`src/rtl/pwmpt_pkg.sv`:
```
// Constants, register map and field layout of the PWM generator with period timer.
package pwmpt_pkg;

  localparam logic [11:0] ADDR_TIMER_CTRL = 12'h000;
  localparam logic [11:0] ADDR_HW_LIMIT = 12'h004;
  localparam logic [11:0] ADDR_TIMER_COUNT = 12'h008;
  localparam logic [11:0] ADDR_PERIOD = 12'h00c;
  localparam logic [11:0] ADDR_WAVE_CTRL = 12'h010;
  localparam logic [11:0] ADDR_DUTY_LOW = 12'h014;
  localparam logic [11:0] ADDR_DUTY_HIGH = 12'h018;
  localparam logic [11:0] ADDR_PIN_CTRL = 12'h01c;
  localparam logic [11:0] ADDR_IRQ_STATUS = 12'h020;
  localparam logic [11:0] ADDR_IRQ_MASK = 12'h024;

  // Timer control register fields.
  localparam int TC_ON_BIT = 7;
  localparam int TC_PRESCALE_SELECT_LSB = 4;
  localparam int TC_SRC_BIT = 0;

  // Hardware limit control register fields.
  localparam int HL_PRESCALER_SYNC_ENABLE_BIT = 7;
  localparam int HL_CLOCK_EDGE_SELECT_BIT = 6;
  localparam int HL_ON_BIT_SYNC_ENABLE_BIT = 5;
  localparam logic [4:0] MODE_FREE_RUN = 5'h00;
  localparam logic [4:0] MODE_ONE_SHOT = 5'h08;

  // Waveform control register fields.
  localparam int WC_EN_BIT = 7;
  localparam int WC_OUT_BIT = 5;
  localparam int WC_POL_BIT = 4;

  // Pin control register fields.
  localparam int PC_DIR_BIT = 0;
  localparam int PC_SEL_LSB = 8;
  localparam logic [5:0] PIN_ROUTE_PWM = 6'h01;

  // Reset values.
  localparam logic [7:0] RST_TIMER_CTRL = 8'h00;
  localparam logic [7:0] RST_HW_LIMIT = 8'h00;
  localparam logic [7:0] RST_COUNT = 8'h00;
  localparam logic [7:0] RST_PERIOD = 8'hff;
  localparam logic [7:0] RST_DUTY_HIGH = 8'h00;
  localparam logic [1:0] RST_DUTY_LOW = 2'h0;
  localparam logic RST_PIN_DIR = 1'b1;
  localparam logic [5:0] RST_PIN_SEL = 6'h00;

  // Instruction clock is the system clock divided by four.
  localparam logic [1:0] INSTR_DIV_LAST = 2'h3;

endpackage : pwmpt_pkg

```
`src/rtl/pwmpt_prescaler.sv`:
```
// Timer prescaler dividing the timer input clock by one to 128.
`timescale 1ns/1ns
`default_nettype none
module pwmpt_prescaler import pwmpt_pkg::*; (
  input wire logic pclk,
  input wire logic presetn,
  input wire logic tick,
  input wire logic clear,
  input wire logic [2:0] sel,
  output logic pulse,
  output logic [1:0] frac
);

  typedef struct packed {
    logic [6:0] cnt;
  } pwmpt_pre_t;

  pwmpt_pre_t st_ff;
  pwmpt_pre_t nxt_st;
  logic [6:0] mask;
  logic [6:0] shifted;

  assign mask = 7'((8'h01 << sel) - 8'h01);
  assign pulse = tick && ((st_ff.cnt & mask) == mask);
  assign shifted = st_ff.cnt >> (sel - 3'h2);

  always_comb begin
    nxt_st = st_ff;
    if (clear) begin
      nxt_st.cnt = 7'h00;
    end else if (tick) begin
      nxt_st.cnt = pulse ? 7'h00 : 7'(st_ff.cnt + 7'h01);
    end
  end

  // The two fraction bits extend the 8-bit count to the 10-bit duty compare.
  always_comb begin
    case (sel)
      3'h0: frac = 2'h0;
      3'h1: frac = {st_ff.cnt[0], 1'b0};
      default: frac = shifted[1:0];
    endcase
  end

  always_ff @(posedge pclk or negedge presetn) begin
    if (!presetn) begin
      st_ff <= '0;
    end else begin
      st_ff <= nxt_st;
    end
  end

endmodule : pwmpt_prescaler
`default_nettype wire

```
`src/rtl/pwmpt_sync2.sv`:
```
// Two flip-flop synchroniser for asynchronous level inputs.
`timescale 1ns/1ns
`default_nettype none
module pwmpt_sync2 #(
  parameter int W = 1
) (
  input wire logic pclk,
  input wire logic presetn,
  input wire logic [W-1:0] async_in,
  output logic [W-1:0] sync_out
);

  typedef struct packed {
    logic [W-1:0] s1;
    logic [W-1:0] s2;
  } pwmpt_sync_t;

  pwmpt_sync_t st_ff;
  pwmpt_sync_t nxt_st;

  always_comb begin
    nxt_st.s1 = async_in;
    nxt_st.s2 = st_ff.s1;
  end

  always_ff @(posedge pclk or negedge presetn) begin
    if (!presetn) begin
      st_ff <= '0;
    end else begin
      st_ff <= nxt_st;
    end
  end

  assign sync_out = st_ff.s2;

endmodule : pwmpt_sync2
`default_nettype wire

```
`src/rtl/pwmpt_top.sv`:
```
// PWM generator on a period timer with an APB register slave.
//
// Decided for this implementation: the register offsets and the APB interface to the registers.
`timescale 1ns/1ns
`default_nettype none
module pwmpt_top import pwmpt_pkg::*; (
  input wire logic pclk,
  input wire logic presetn,
  input wire logic psel,
  input wire logic penable,
  input wire logic pwrite,
  input wire logic [11:0] paddr,
  input wire logic [31:0] pwdata,
  output logic [31:0] prdata,
  output logic pready,
  output logic pslverr,
  input wire logic sleep_req,
  input wire logic ext_clk_in,
  output logic pwm_pin_out,
  output logic pwm_pin_oe_n,
  output logic irq
);

  typedef struct packed {
    logic [31:0] rdata;
    logic slverr;
    logic tmr_on;
    logic [2:0] prescale_select;
    logic clk_src;
    logic [7:0] hlt;
    logic [7:0] count;
    logic [7:0] period;
    logic pwm_en;
    logic pwm_pol;
    logic [1:0] dcl;
    logic [7:0] dch;
    logic pin_dir;
    logic [5:0] pin_sel;
    logic sts;
    logic msk;
    logic [1:0] div;
    logic lvl_prev;
    logic [1:0] on_sh;
    logic pend;
    logic [9:0] duty_sh;
    logic pwm_state;
    logic wrap_d;
    logic pin_val;
    logic irq;
  } pwmpt_state_t;

  localparam pwmpt_state_t ST_RST = '{
    rdata: 32'h0000_0000,
    slverr: 1'b0,
    tmr_on: RST_TIMER_CTRL[TC_ON_BIT],
    prescale_select: RST_TIMER_CTRL[TC_PRESCALE_SELECT_LSB +: 3],
    clk_src: RST_TIMER_CTRL[TC_SRC_BIT],
    hlt: RST_HW_LIMIT,
    count: RST_COUNT,
    period: RST_PERIOD,
    pwm_en: 1'b0,
    pwm_pol: 1'b0,
    dcl: RST_DUTY_LOW,
    dch: RST_DUTY_HIGH,
    pin_dir: RST_PIN_DIR,
    pin_sel: RST_PIN_SEL,
    sts: 1'b0,
    msk: 1'b0,
    div: 2'h0,
    lvl_prev: 1'b0,
    on_sh: 2'h0,
    pend: 1'b0,
    duty_sh: 10'h000,
    pwm_state: 1'b0,
    wrap_d: 1'b0,
    pin_val: 1'b0,
    irq: 1'b0
  };

  pwmpt_state_t st_ff;
  pwmpt_state_t nxt_st;

  logic [1:0] pins_s;
  logic sleep_s;
  logic ext_s;
  logic bus_wr;
  logic bus_rd;
  logic if_tick;
  logic lvl;
  logic clk_tick;
  logic tmr_run;
  logic pre_tick;
  logic pre_clr;
  logic pre_pulse;
  logic [1:0] pre_frac;
  logic inc;
  logic wrap;
  logic [9:0] duty_now;
  logic [31:0] rd_mux;
  logic rd_hit;

  pwmpt_sync2 #(
    .W(2)
  ) u_sync (
    .pclk(pclk),
    .presetn(presetn),
    .async_in({sleep_req, ext_clk_in}),
    .sync_out(pins_s)
  );

  assign sleep_s = pins_s[1];
  assign ext_s = pins_s[0];

  // Writes take effect in the access phase; read data is captured in setup so it comes from a flop.
  assign bus_wr = psel && penable && pwrite;
  assign bus_rd = psel && !penable && !pwrite;
  assign pready = 1'b1;

  // Instruction clock is a divide-by-four of pclk; with clk_src selecting the internal source the PWM rate scales with it.
  assign if_tick = !sleep_s && (st_ff.div == INSTR_DIV_LAST);
  assign lvl = st_ff.clk_src ? ext_s : st_ff.div[1];
  assign clk_tick = !sleep_s && (st_ff.hlt[HL_CLOCK_EDGE_SELECT_BIT] ? (st_ff.lvl_prev && !lvl) : (!st_ff.lvl_prev && lvl));

  // Enable either passes directly or through two timer-clock stages for glitch-free start and stop.
  assign tmr_run = st_ff.hlt[HL_ON_BIT_SYNC_ENABLE_BIT] ? st_ff.on_sh[1] : st_ff.tmr_on;
  assign pre_tick = clk_tick && tmr_run;
  assign pre_clr = bus_wr && ((paddr == ADDR_TIMER_COUNT) || (paddr == ADDR_TIMER_CTRL));

  pwmpt_prescaler u_pre (
    .pclk(pclk),
    .presetn(presetn),
    .tick(pre_tick),
    .clear(pre_clr),
    .sel(st_ff.prescale_select),
    .pulse(pre_pulse),
    .frac(pre_frac)
  );

  // A retimed pulse waits for the instruction clock, which stops in Sleep, so the timer cannot run there.
  assign inc = st_ff.hlt[HL_PRESCALER_SYNC_ENABLE_BIT] ? ((st_ff.pend || pre_pulse) && if_tick) : pre_pulse;
  assign wrap = inc && (st_ff.count == st_ff.period);
  assign duty_now = {st_ff.dch, st_ff.dcl};

  always_comb begin
    rd_hit = 1'b1;
    rd_mux = 32'h0000_0000;
    case (paddr)
      ADDR_TIMER_CTRL: begin
        rd_mux[TC_ON_BIT] = st_ff.tmr_on;
        rd_mux[TC_PRESCALE_SELECT_LSB +: 3] = st_ff.prescale_select;
        rd_mux[TC_SRC_BIT] = st_ff.clk_src;
      end
      ADDR_HW_LIMIT: begin
        rd_mux[7:0] = st_ff.hlt;
      end
      ADDR_TIMER_COUNT: begin
        rd_mux[7:0] = st_ff.count;
      end
      ADDR_PERIOD: begin
        rd_mux[7:0] = st_ff.period;
      end
      ADDR_WAVE_CTRL: begin
        rd_mux[WC_EN_BIT] = st_ff.pwm_en;
        rd_mux[WC_OUT_BIT] = st_ff.pwm_state ^ st_ff.pwm_pol;
        rd_mux[WC_POL_BIT] = st_ff.pwm_pol;
      end
      ADDR_DUTY_LOW: begin
        rd_mux[7:6] = st_ff.dcl;
      end
      ADDR_DUTY_HIGH: begin
        rd_mux[7:0] = st_ff.dch;
      end
      ADDR_PIN_CTRL: begin
        rd_mux[PC_DIR_BIT] = st_ff.pin_dir;
        rd_mux[PC_SEL_LSB +: 6] = st_ff.pin_sel;
      end
      ADDR_IRQ_STATUS: begin
        rd_mux[0] = st_ff.sts;
      end
      ADDR_IRQ_MASK: begin
        rd_mux[0] = st_ff.msk;
      end
      default: begin
        rd_hit = 1'b0;
      end
    endcase
  end

  always_comb begin
    nxt_st = st_ff;

    if (psel && !penable) begin
      nxt_st.rdata = bus_rd ? rd_mux : 32'h0000_0000;
      nxt_st.slverr = !rd_hit;
    end

    // Timer, prescaler phase and waveform all stand still in Sleep and carry on from there after.
    if (!sleep_s) begin
      nxt_st.div = 2'(st_ff.div + 2'h1);
      nxt_st.lvl_prev = lvl;
      if (clk_tick) begin
        nxt_st.on_sh = {st_ff.on_sh[0], st_ff.tmr_on};
      end
      if (st_ff.hlt[HL_PRESCALER_SYNC_ENABLE_BIT]) begin
        nxt_st.pend = (st_ff.pend || pre_pulse) && !if_tick;
      end else begin
        nxt_st.pend = 1'b0;
      end
      if (wrap) begin
        nxt_st.count = 8'h00;
        if (st_ff.hlt[4:0] == MODE_ONE_SHOT) begin
          nxt_st.tmr_on = 1'b0;
        end
      end else if (inc) begin
        nxt_st.count = 8'(st_ff.count + 8'h01);
      end

      // Duty is taken into a shadow at each period start so a mid-period write cannot tear a pulse.
      if (!st_ff.pwm_en || wrap) begin
        nxt_st.duty_sh = duty_now;
      end
      // The rise waits one pclk after the wrap, matching the registered delay of the fall, so the high time is exact.
      nxt_st.wrap_d = wrap;
      if (!st_ff.pwm_en) begin
        nxt_st.pwm_state = 1'b0;
      end else if (st_ff.wrap_d) begin
        nxt_st.pwm_state = (st_ff.duty_sh != 10'h000);
      end else if ({st_ff.count, pre_frac} >= st_ff.duty_sh) begin
        nxt_st.pwm_state = 1'b0;
      end
      nxt_st.pin_val = (st_ff.pin_sel == PIN_ROUTE_PWM) && (st_ff.pwm_state ^ st_ff.pwm_pol);
    end

    if (bus_wr) begin
      case (paddr)
        ADDR_TIMER_CTRL: begin
          nxt_st.tmr_on = pwdata[TC_ON_BIT];
          nxt_st.prescale_select = pwdata[TC_PRESCALE_SELECT_LSB +: 3];
          nxt_st.clk_src = pwdata[TC_SRC_BIT];
        end
        ADDR_HW_LIMIT: begin
          nxt_st.hlt = pwdata[7:0];
        end
        ADDR_TIMER_COUNT: begin
          nxt_st.count = pwdata[7:0];
        end
        ADDR_PERIOD: begin
          nxt_st.period = pwdata[7:0];
        end
        ADDR_WAVE_CTRL: begin
          nxt_st.pwm_en = pwdata[WC_EN_BIT];
          nxt_st.pwm_pol = pwdata[WC_POL_BIT];
        end
        ADDR_DUTY_LOW: begin
          nxt_st.dcl = pwdata[7:6];
        end
        ADDR_DUTY_HIGH: begin
          nxt_st.dch = pwdata[7:0];
        end
        ADDR_PIN_CTRL: begin
          nxt_st.pin_dir = pwdata[PC_DIR_BIT];
          nxt_st.pin_sel = pwdata[PC_SEL_LSB +: 6];
        end
        ADDR_IRQ_STATUS: begin
          nxt_st.sts = st_ff.sts && !pwdata[0];
        end
        ADDR_IRQ_MASK: begin
          nxt_st.msk = pwdata[0];
        end
        default: begin
          nxt_st.sts = nxt_st.sts;
        end
      endcase
    end

    // Placed after the write-one-to-clear so a match in the clearing cycle is kept.
    if (wrap && !sleep_s) begin
      nxt_st.sts = 1'b1;
    end
    nxt_st.irq = nxt_st.sts && nxt_st.msk;
  end

  // Async reset returns every register to its reset value and the pin to input.
  always_ff @(posedge pclk or negedge presetn) begin
    if (!presetn) begin
      st_ff <= ST_RST;
    end else begin
      st_ff <= nxt_st;
    end
  end

  assign prdata = st_ff.rdata;
  assign pslverr = st_ff.slverr && psel && penable;
  assign pwm_pin_out = st_ff.pin_val;
  assign pwm_pin_oe_n = st_ff.pin_dir;
  assign irq = st_ff.irq;

endmodule : pwmpt_top
`default_nettype wire

```
`config.mk`:
```
export PLATFORM = sky130hd
export DESIGN_NAME = pwmpt_top
export DESIGN_NICKNAME = d
export VERILOG_FILES = /design/src/rtl/pwmpt_pkg.sv /design/src/rtl/pwmpt_prescaler.sv /design/src/rtl/pwmpt_sync2.sv /design/src/rtl/pwmpt_top.sv
export SDC_FILE = /design/constraint.sdc
export NUM_CORES = 1
export LEC_CHECK = 0
export ABC_AREA = 1
export BUFFER_PORTS_ARGS = -buffer_cell sky130_fd_sc_hd__buf_4
export CAP_MARGIN = 30
export CORE_ASPECT_RATIO = 0.7
export CORE_MARGIN = 8
export CORE_UTILIZATION = 50
export DETAILED_ROUTE_END_ITERATION = 10
export PLACE_DENSITY_LB_ADDON = 0.05
export SYNTH_ARGS = -nofsm -noshare
export SYNTH_HDL_FRONTEND = slang
export SYNTH_SLANG_ARGS = --single-unit
```
`constraint.sdc`:
```
create_clock -name pclk -period 4.4 [get_ports pclk]
set_input_delay 0.88 -clock pclk [delete_from_list [all_inputs] [get_ports pclk]]
set_output_delay 0.88 -clock pclk [all_outputs]
set_load 0.005 [all_outputs]
```
== After elaboration in Yosys (flattened, before gate mapping) ==
Cells that the tools add are included.
Word-level totals
  flip-flop bits (word level): 114
  bits of input ports: 51
  output and inout bits: 37
  word-level logic and storage cells: 140
Cells by class
  add/sub/neg operators: 5
  magnitude comparators: 1
  equal/unequal tests: 16
  shifts and indexed selects: 2
  mux-type cells: 38
  bitwise operators: 3
  reduce and logical (&&, ||, !) cells: 47
Operators with widths (number)
  8-bit 2-to-1 mux: 7
  50-bit 2-to-1 mux: 1
  12-bit by 5-bit == test with 1-bit output (second input constant): 4
  7-bit 2-to-1 mux: 4
  12-bit by 4-bit == test with 1-bit output (second input constant): 2
  12-bit by 6-bit == test with 1-bit output (second input constant): 2
  1-bit logical AND: 20
  2-bit AND reduction: 10
  1-bit 2-to-1 mux: 15
  14-bit 2-to-1 mux: 1
  12-bit by 3-bit == test with 1-bit output (second input constant): 1
  12-bit zero test: 1
  2-bit case mux with 6 select lines: 1
  3-bit case mux with 4 select lines: 1
  10-bit >= comparator: 1
  10-bit nonzero test: 1
  10-bit OR reduction: 1
  1-bit zero test: 9
  8-bit by 1-bit adder with 8-bit output (second input constant): 1
  8-bit == test: 1
  1-bit case mux with 8 select lines: 1
  7-bit by 1-bit adder with 7-bit output (second input constant): 1
  7-bit bitwise AND: 1
  7-bit == test: 1
  21 further kinds: 24

== Logic depth before layout (Yosys ltp) ==
  depth after elaboration: 17
  mapped depth: 18
  mapped depth without buffers: 17

== By module ==
From an unflattened synthesis, not the netlist that was laid out.
Second synthesis, totals
  cell total of the unflattened synthesis: 794
  area total of the unflattened synthesis: 6127.1 µm²
Modules (own cells, without submodules)
  pwmpt_top: times used 1, cells an instance 662, area an instance 5263.8 µm², sequential area each 2138.3 µm²
  pwmpt_prescaler: times used 1, cells an instance 128, area an instance 763.2 µm², sequential area each 175.2 µm²
  pwmpt_sync2: times used 1, cells an instance 4, area an instance 100.1 µm², sequential area each 100.1 µm²

== Worst setup path before layout ==
Ideal clock, no wire load.
  path kind: reg2reg
  start point: register st_ff[67] (netlist name)
  end point: register st_ff[6] (netlist name)
  setup time: 0.126 ns
  data arrival time: 2.046 ns
  data required time: 4.274 ns
  setup slack: 2.228 ns
  stages on the path, launching flop included: 16
  buffers on the path: 1
  period minus slack after synthesis: 2.172 ns
  path through: dfrtp_1 -> nor2_1 -> nand2_2 -> ha_1 -> inv_1 -> nand2_1 -> nand2_1 -> nor2_1 -> nand2_1 -> nor2_2 -> nand3_4 -> nand2_4 -> nand3_4 -> o21ai_4 -> clkbuf_4 -> o21ai_0
Between the ends
  cells in the longest elaborated chain, start to end: 11
Ends and longest elaborated chain
  from (decl): line pwmpt_top.sv:80  | pwmpt_state_t st_ff;
  from (signal assigned): line pwmpt_top.sv:288  | st_ff <= nxt_st;
  1-bit by 3-bit << shifter with 7-bit output (*): line pwmpt_prescaler.sv:23  | assign mask = 7'((8'h01 << sel) - 8'h01);
  7-bit by 1-bit subtractor with 7-bit output (*): line pwmpt_prescaler.sv:23
  7-bit bitwise AND: line pwmpt_prescaler.sv:24  | assign pulse = tick && ((st_ff.cnt & mask) == mask);
  7-bit == test (*): line pwmpt_prescaler.sv:24
  1-bit logical AND (*): line pwmpt_prescaler.sv:24
  1-bit logical OR: line pwmpt_top.sv:140  | assign inc = st_ff.hlt[HL_PRESCALER_SYNC_ENABLE_BIT] ? ((st_ff.pend || pre_pulse) && if_tick) : pre_pulse;
  1-bit logical AND: line pwmpt_top.sv:140
  1-bit 2-to-1 mux (*): line pwmpt_top.sv:140
  1-bit logical AND (*): line pwmpt_top.sv:141  | assign wrap = inc && (st_ff.count == st_ff.period);
  1-bit logical OR (*): line pwmpt_top.sv:219  | if (!st_ff.pwm_en || wrap) begin
  2-bit AND reduction (no line) (*)
Every way passes the cells marked *; elsewhere a longest branch is shown, timed or not.
A chain may end at the register's enable or synchronous reset.

==> results_dict.tcl <==
set metrics [dict create \
    crit_path_max_incr_delay_ns 0.51 \
    post_dp_cell_area_um2 5823 \
    pwr_density_cell_nw_per_um2 297.9 \
    clk_pin_slew_ns 0.06 \
    ant_nets 0 \
    drc 0 \
    min_to "u_sync.sync_out[1]" \
    yosys_warnings 0 \
    avgSynthCellArea_um2 7.774 \
    start_util 0.5066 \
    num_rows 32 \
    ir_drop_mv 0.2098 \
    fin_crit_ns 2.740 \
    ys_top_cells_by_area "dfrtp_1 40%, nand2_1 12%, o21ai_0 7.5%" \
    cp_max_fo 12 \
    die_y_um 103.7 \
    critPathLaunch "st_ff[66]" \
    root_buffer "clkbuf_16" \
    final_cell_area_um2 6120 \
    synth-main-ff-cell "dfrtp_1" \
    antenna_found_initial 0 \
    crit_slowest_cell "dfrtp_1" \
    max_freq_mhz 364.9 \
    yosys.area.top_type "dfrtp_1" \
    num_io_pins 88 \
    crit_top_cell "nand2_1" \
    fin_crit_sh 0.6228 \
    rrSetupSlack_ns 1.66 \
    diodes 0 \
    post_layout_nonfiller_instances 897 \
    worst-r2r-cell-count 15 \
    cp_data_arrival_time_ns 2.97 \
    rsz0062_at_grt "no" \
    routedWlPerCell_um 15.94 \
    syn_to_final_growth_pct 11.34 \
    slew_violations 0 \
    holdPathStages 0 \
    hold_ws_ns 0.3480 \
    timing.rr.start "st_ff[66]" \
    yosysMostFrequentCell "nand2_1" \
    clock_latency_ns 0.35 \
    clock_skew_ns 0.005067 \
    r2r-end "st_ff[53]" \
    clock_path_buffers 2 \
    worstSetupPathType "reg2reg" \
    postCtsSetupBuffers 0 \
    cts_resized 0 \
    grt_overflow_total 0 \
    max_slew.worst_pin.slew_ns 0.9091 \
    finalHoldViolCount 0 \
    gp_congestion 0.9165 \
    cap_violations 0 \
    cts-hold-fix-buffers 0 \
    cts_made_buffers 9 \
    dpl.hpwl_um 10930 \
    hold_class "reg2reg" \
    fin_util 0.5640 \
    vias_per_cell 5.284 \
    cts_tree "yes" \
    clock-sinks 96 \
    critPathCaptureType "flip-flop" \
    synthArstFlopShare 1.000 \
    ys_types 44 \
    drive_gt1_frac 0.1304 \
    wl_um 14290 \
    syn_inst 707 \
    synth_area_um2 5497 \
    ys_seq_elements 96 \
    critPathLaunchType "flip-flop" \
    nets 805 \
    slew-limit-headroom 0.3939 \
    setup_viol 0 \
    io_buffers 50 \
    yosysTopAreaCellShare 0.3961 \
    status "complete, no violations" \
    first_pass_iters 7 \
    grt_max_degree 72 \
    min-delay-start "u_sync.nxt_st[1]" \
    leakage_nw 2.966 \
    drtIter0Drc 380 \
    placedCellCount 881 \
    worst_ep_required_time_ns 4.63 \
    synth_edf_count 0 \
    core_um2 10850 \
    via_count 4740 \
    dieArea_um2 14660 \
    grt_pass1_wl_um 23600 \
    fp.dieW_um 141.3 \
    cts_max_level 3 \
    synthTopCellsByCount "182 x nand2_1, 87 x dfrtp_1, 82 x o21ai_0, 77 x inv_1, 55 x nand3_1" \
    track_usage 0.2017 \
    first_global_vias 4538 \
    setup-tns-final_ns 0 \
    synth_seq_area_share 0.4391 \
    crit_chain "nor2_1 > nand2_2 > ha_1 > inv_1 > nand2_1 > nand2_1 > nor2_1 > nor2_1 > nand3_4 > nand2_4 > nand3_4 > nand2_1 > inv_1 > nand2_1 > nand2_1" \
]
[layout by cell type, fill, tap and decap left out, types with 3 or more instances in the layout]
cell type  count
nor2_1        44
o31ai_1        6
o21ai_0       82
mux2_2         7
buf_4         52
o22ai_1        3
inv_2          3
inv_1         77
nor3_1        11
dfstp_2        9
nand3_1       55
a21oi_1       21
nand4_1       16
conb_1        19
dfrtp_1       87
nor2_2         3
o211ai_1       3
xnor2_1        3
nand2_1      182
ha_1          15
clkbuf_16      9
xor2_1        10
[sequential cells by signal (all words and copies together) (netlist names)]
name             count
u_sync.sync_out      2
u_pre.st_ff          7
u_sync.nxt_st        2
irq                  1
prdata              14
pwm_pin_oe_n         1
duty_now            10
pwm_pin_out          1
st_ff               58
[logic make-up after synthesis]
kind of cell	after synthesis	share of synthesized area
multiplexers	7	0.01434
XOR/XNOR	13	0.02071
AO/OA/AOI/OAI	125	0.1247
flip-flops	96	0.4391
buffers and inverters	129	0.1134
AND/OR/NAND/NOR	320	0.2522
other	2	0.001366
adder cells (fa/ha/maj)	15	0.03415
[how the worst max path moves through the flow]
stage	end	cells past startpoint
after global placement	duty_now[4]	8
final	st_ff[53]	15
after CTS	st_ff[12]	14
after global routing	st_ff[12]	14
after floorplan	st_ff[6]	15
after detailed placement	duty_now[5]	8
[stage by stage]
stage          power, mW  worst slack (ns)
3_3_place_gp       1.047             1.499
2_1_floorplan     0.9992             2.228
3_5_place_dp       1.052             1.424
4_1_cts            1.843             1.695
5_1_grt            1.895             1.403
6_report           1.823             1.660
[report_power, final]
group	internal, mW	total (mW)	switching, mW	leakage, nW
logic	0.0426	0.124	0.0818	1.55
clock network	0.444	0.789	0.345	0.139
registers	0.899	0.910	0.0107	1.28
total	1.39	1.82	0.438	2.97
[metal layers]
layer / routed length [µm] / share of wire / track usage
met1: 6790 / 0.48 / 0.2847
met2: 6375 / 0.45 / 0.3072
met3: 958 / 0.067 / 0.04448
met4: 170 / 0.012 / 0.05046
met5: 0 / 0 / 0
[worst max-delay path, delay by kind of cell (launching register included)]
| family | cells | cell delay [ns] |
|---|---|---|
| AND/OR/NAND/NOR | 12 | 1.63 |
| flip-flops | 1 | 0.51 |
| buffers and inverters | 2 | 0.24 |
| adder cells (fa/ha/maj) | 1 | 0.23 |
[layout make-up]
type                            instances  area (µm²)
Inverter                               81       304.0
Multi-Input combinational cell        499        2524
Clock buffer                           10       229.0
Sequential cell                        96        2414
Tap cell                              153       191.4
Fill cell                            1019        4731
Timing Repair Buffer                   52       390.4
Clock inverter                          6       67.56
(Power assumes the default switching activity.)
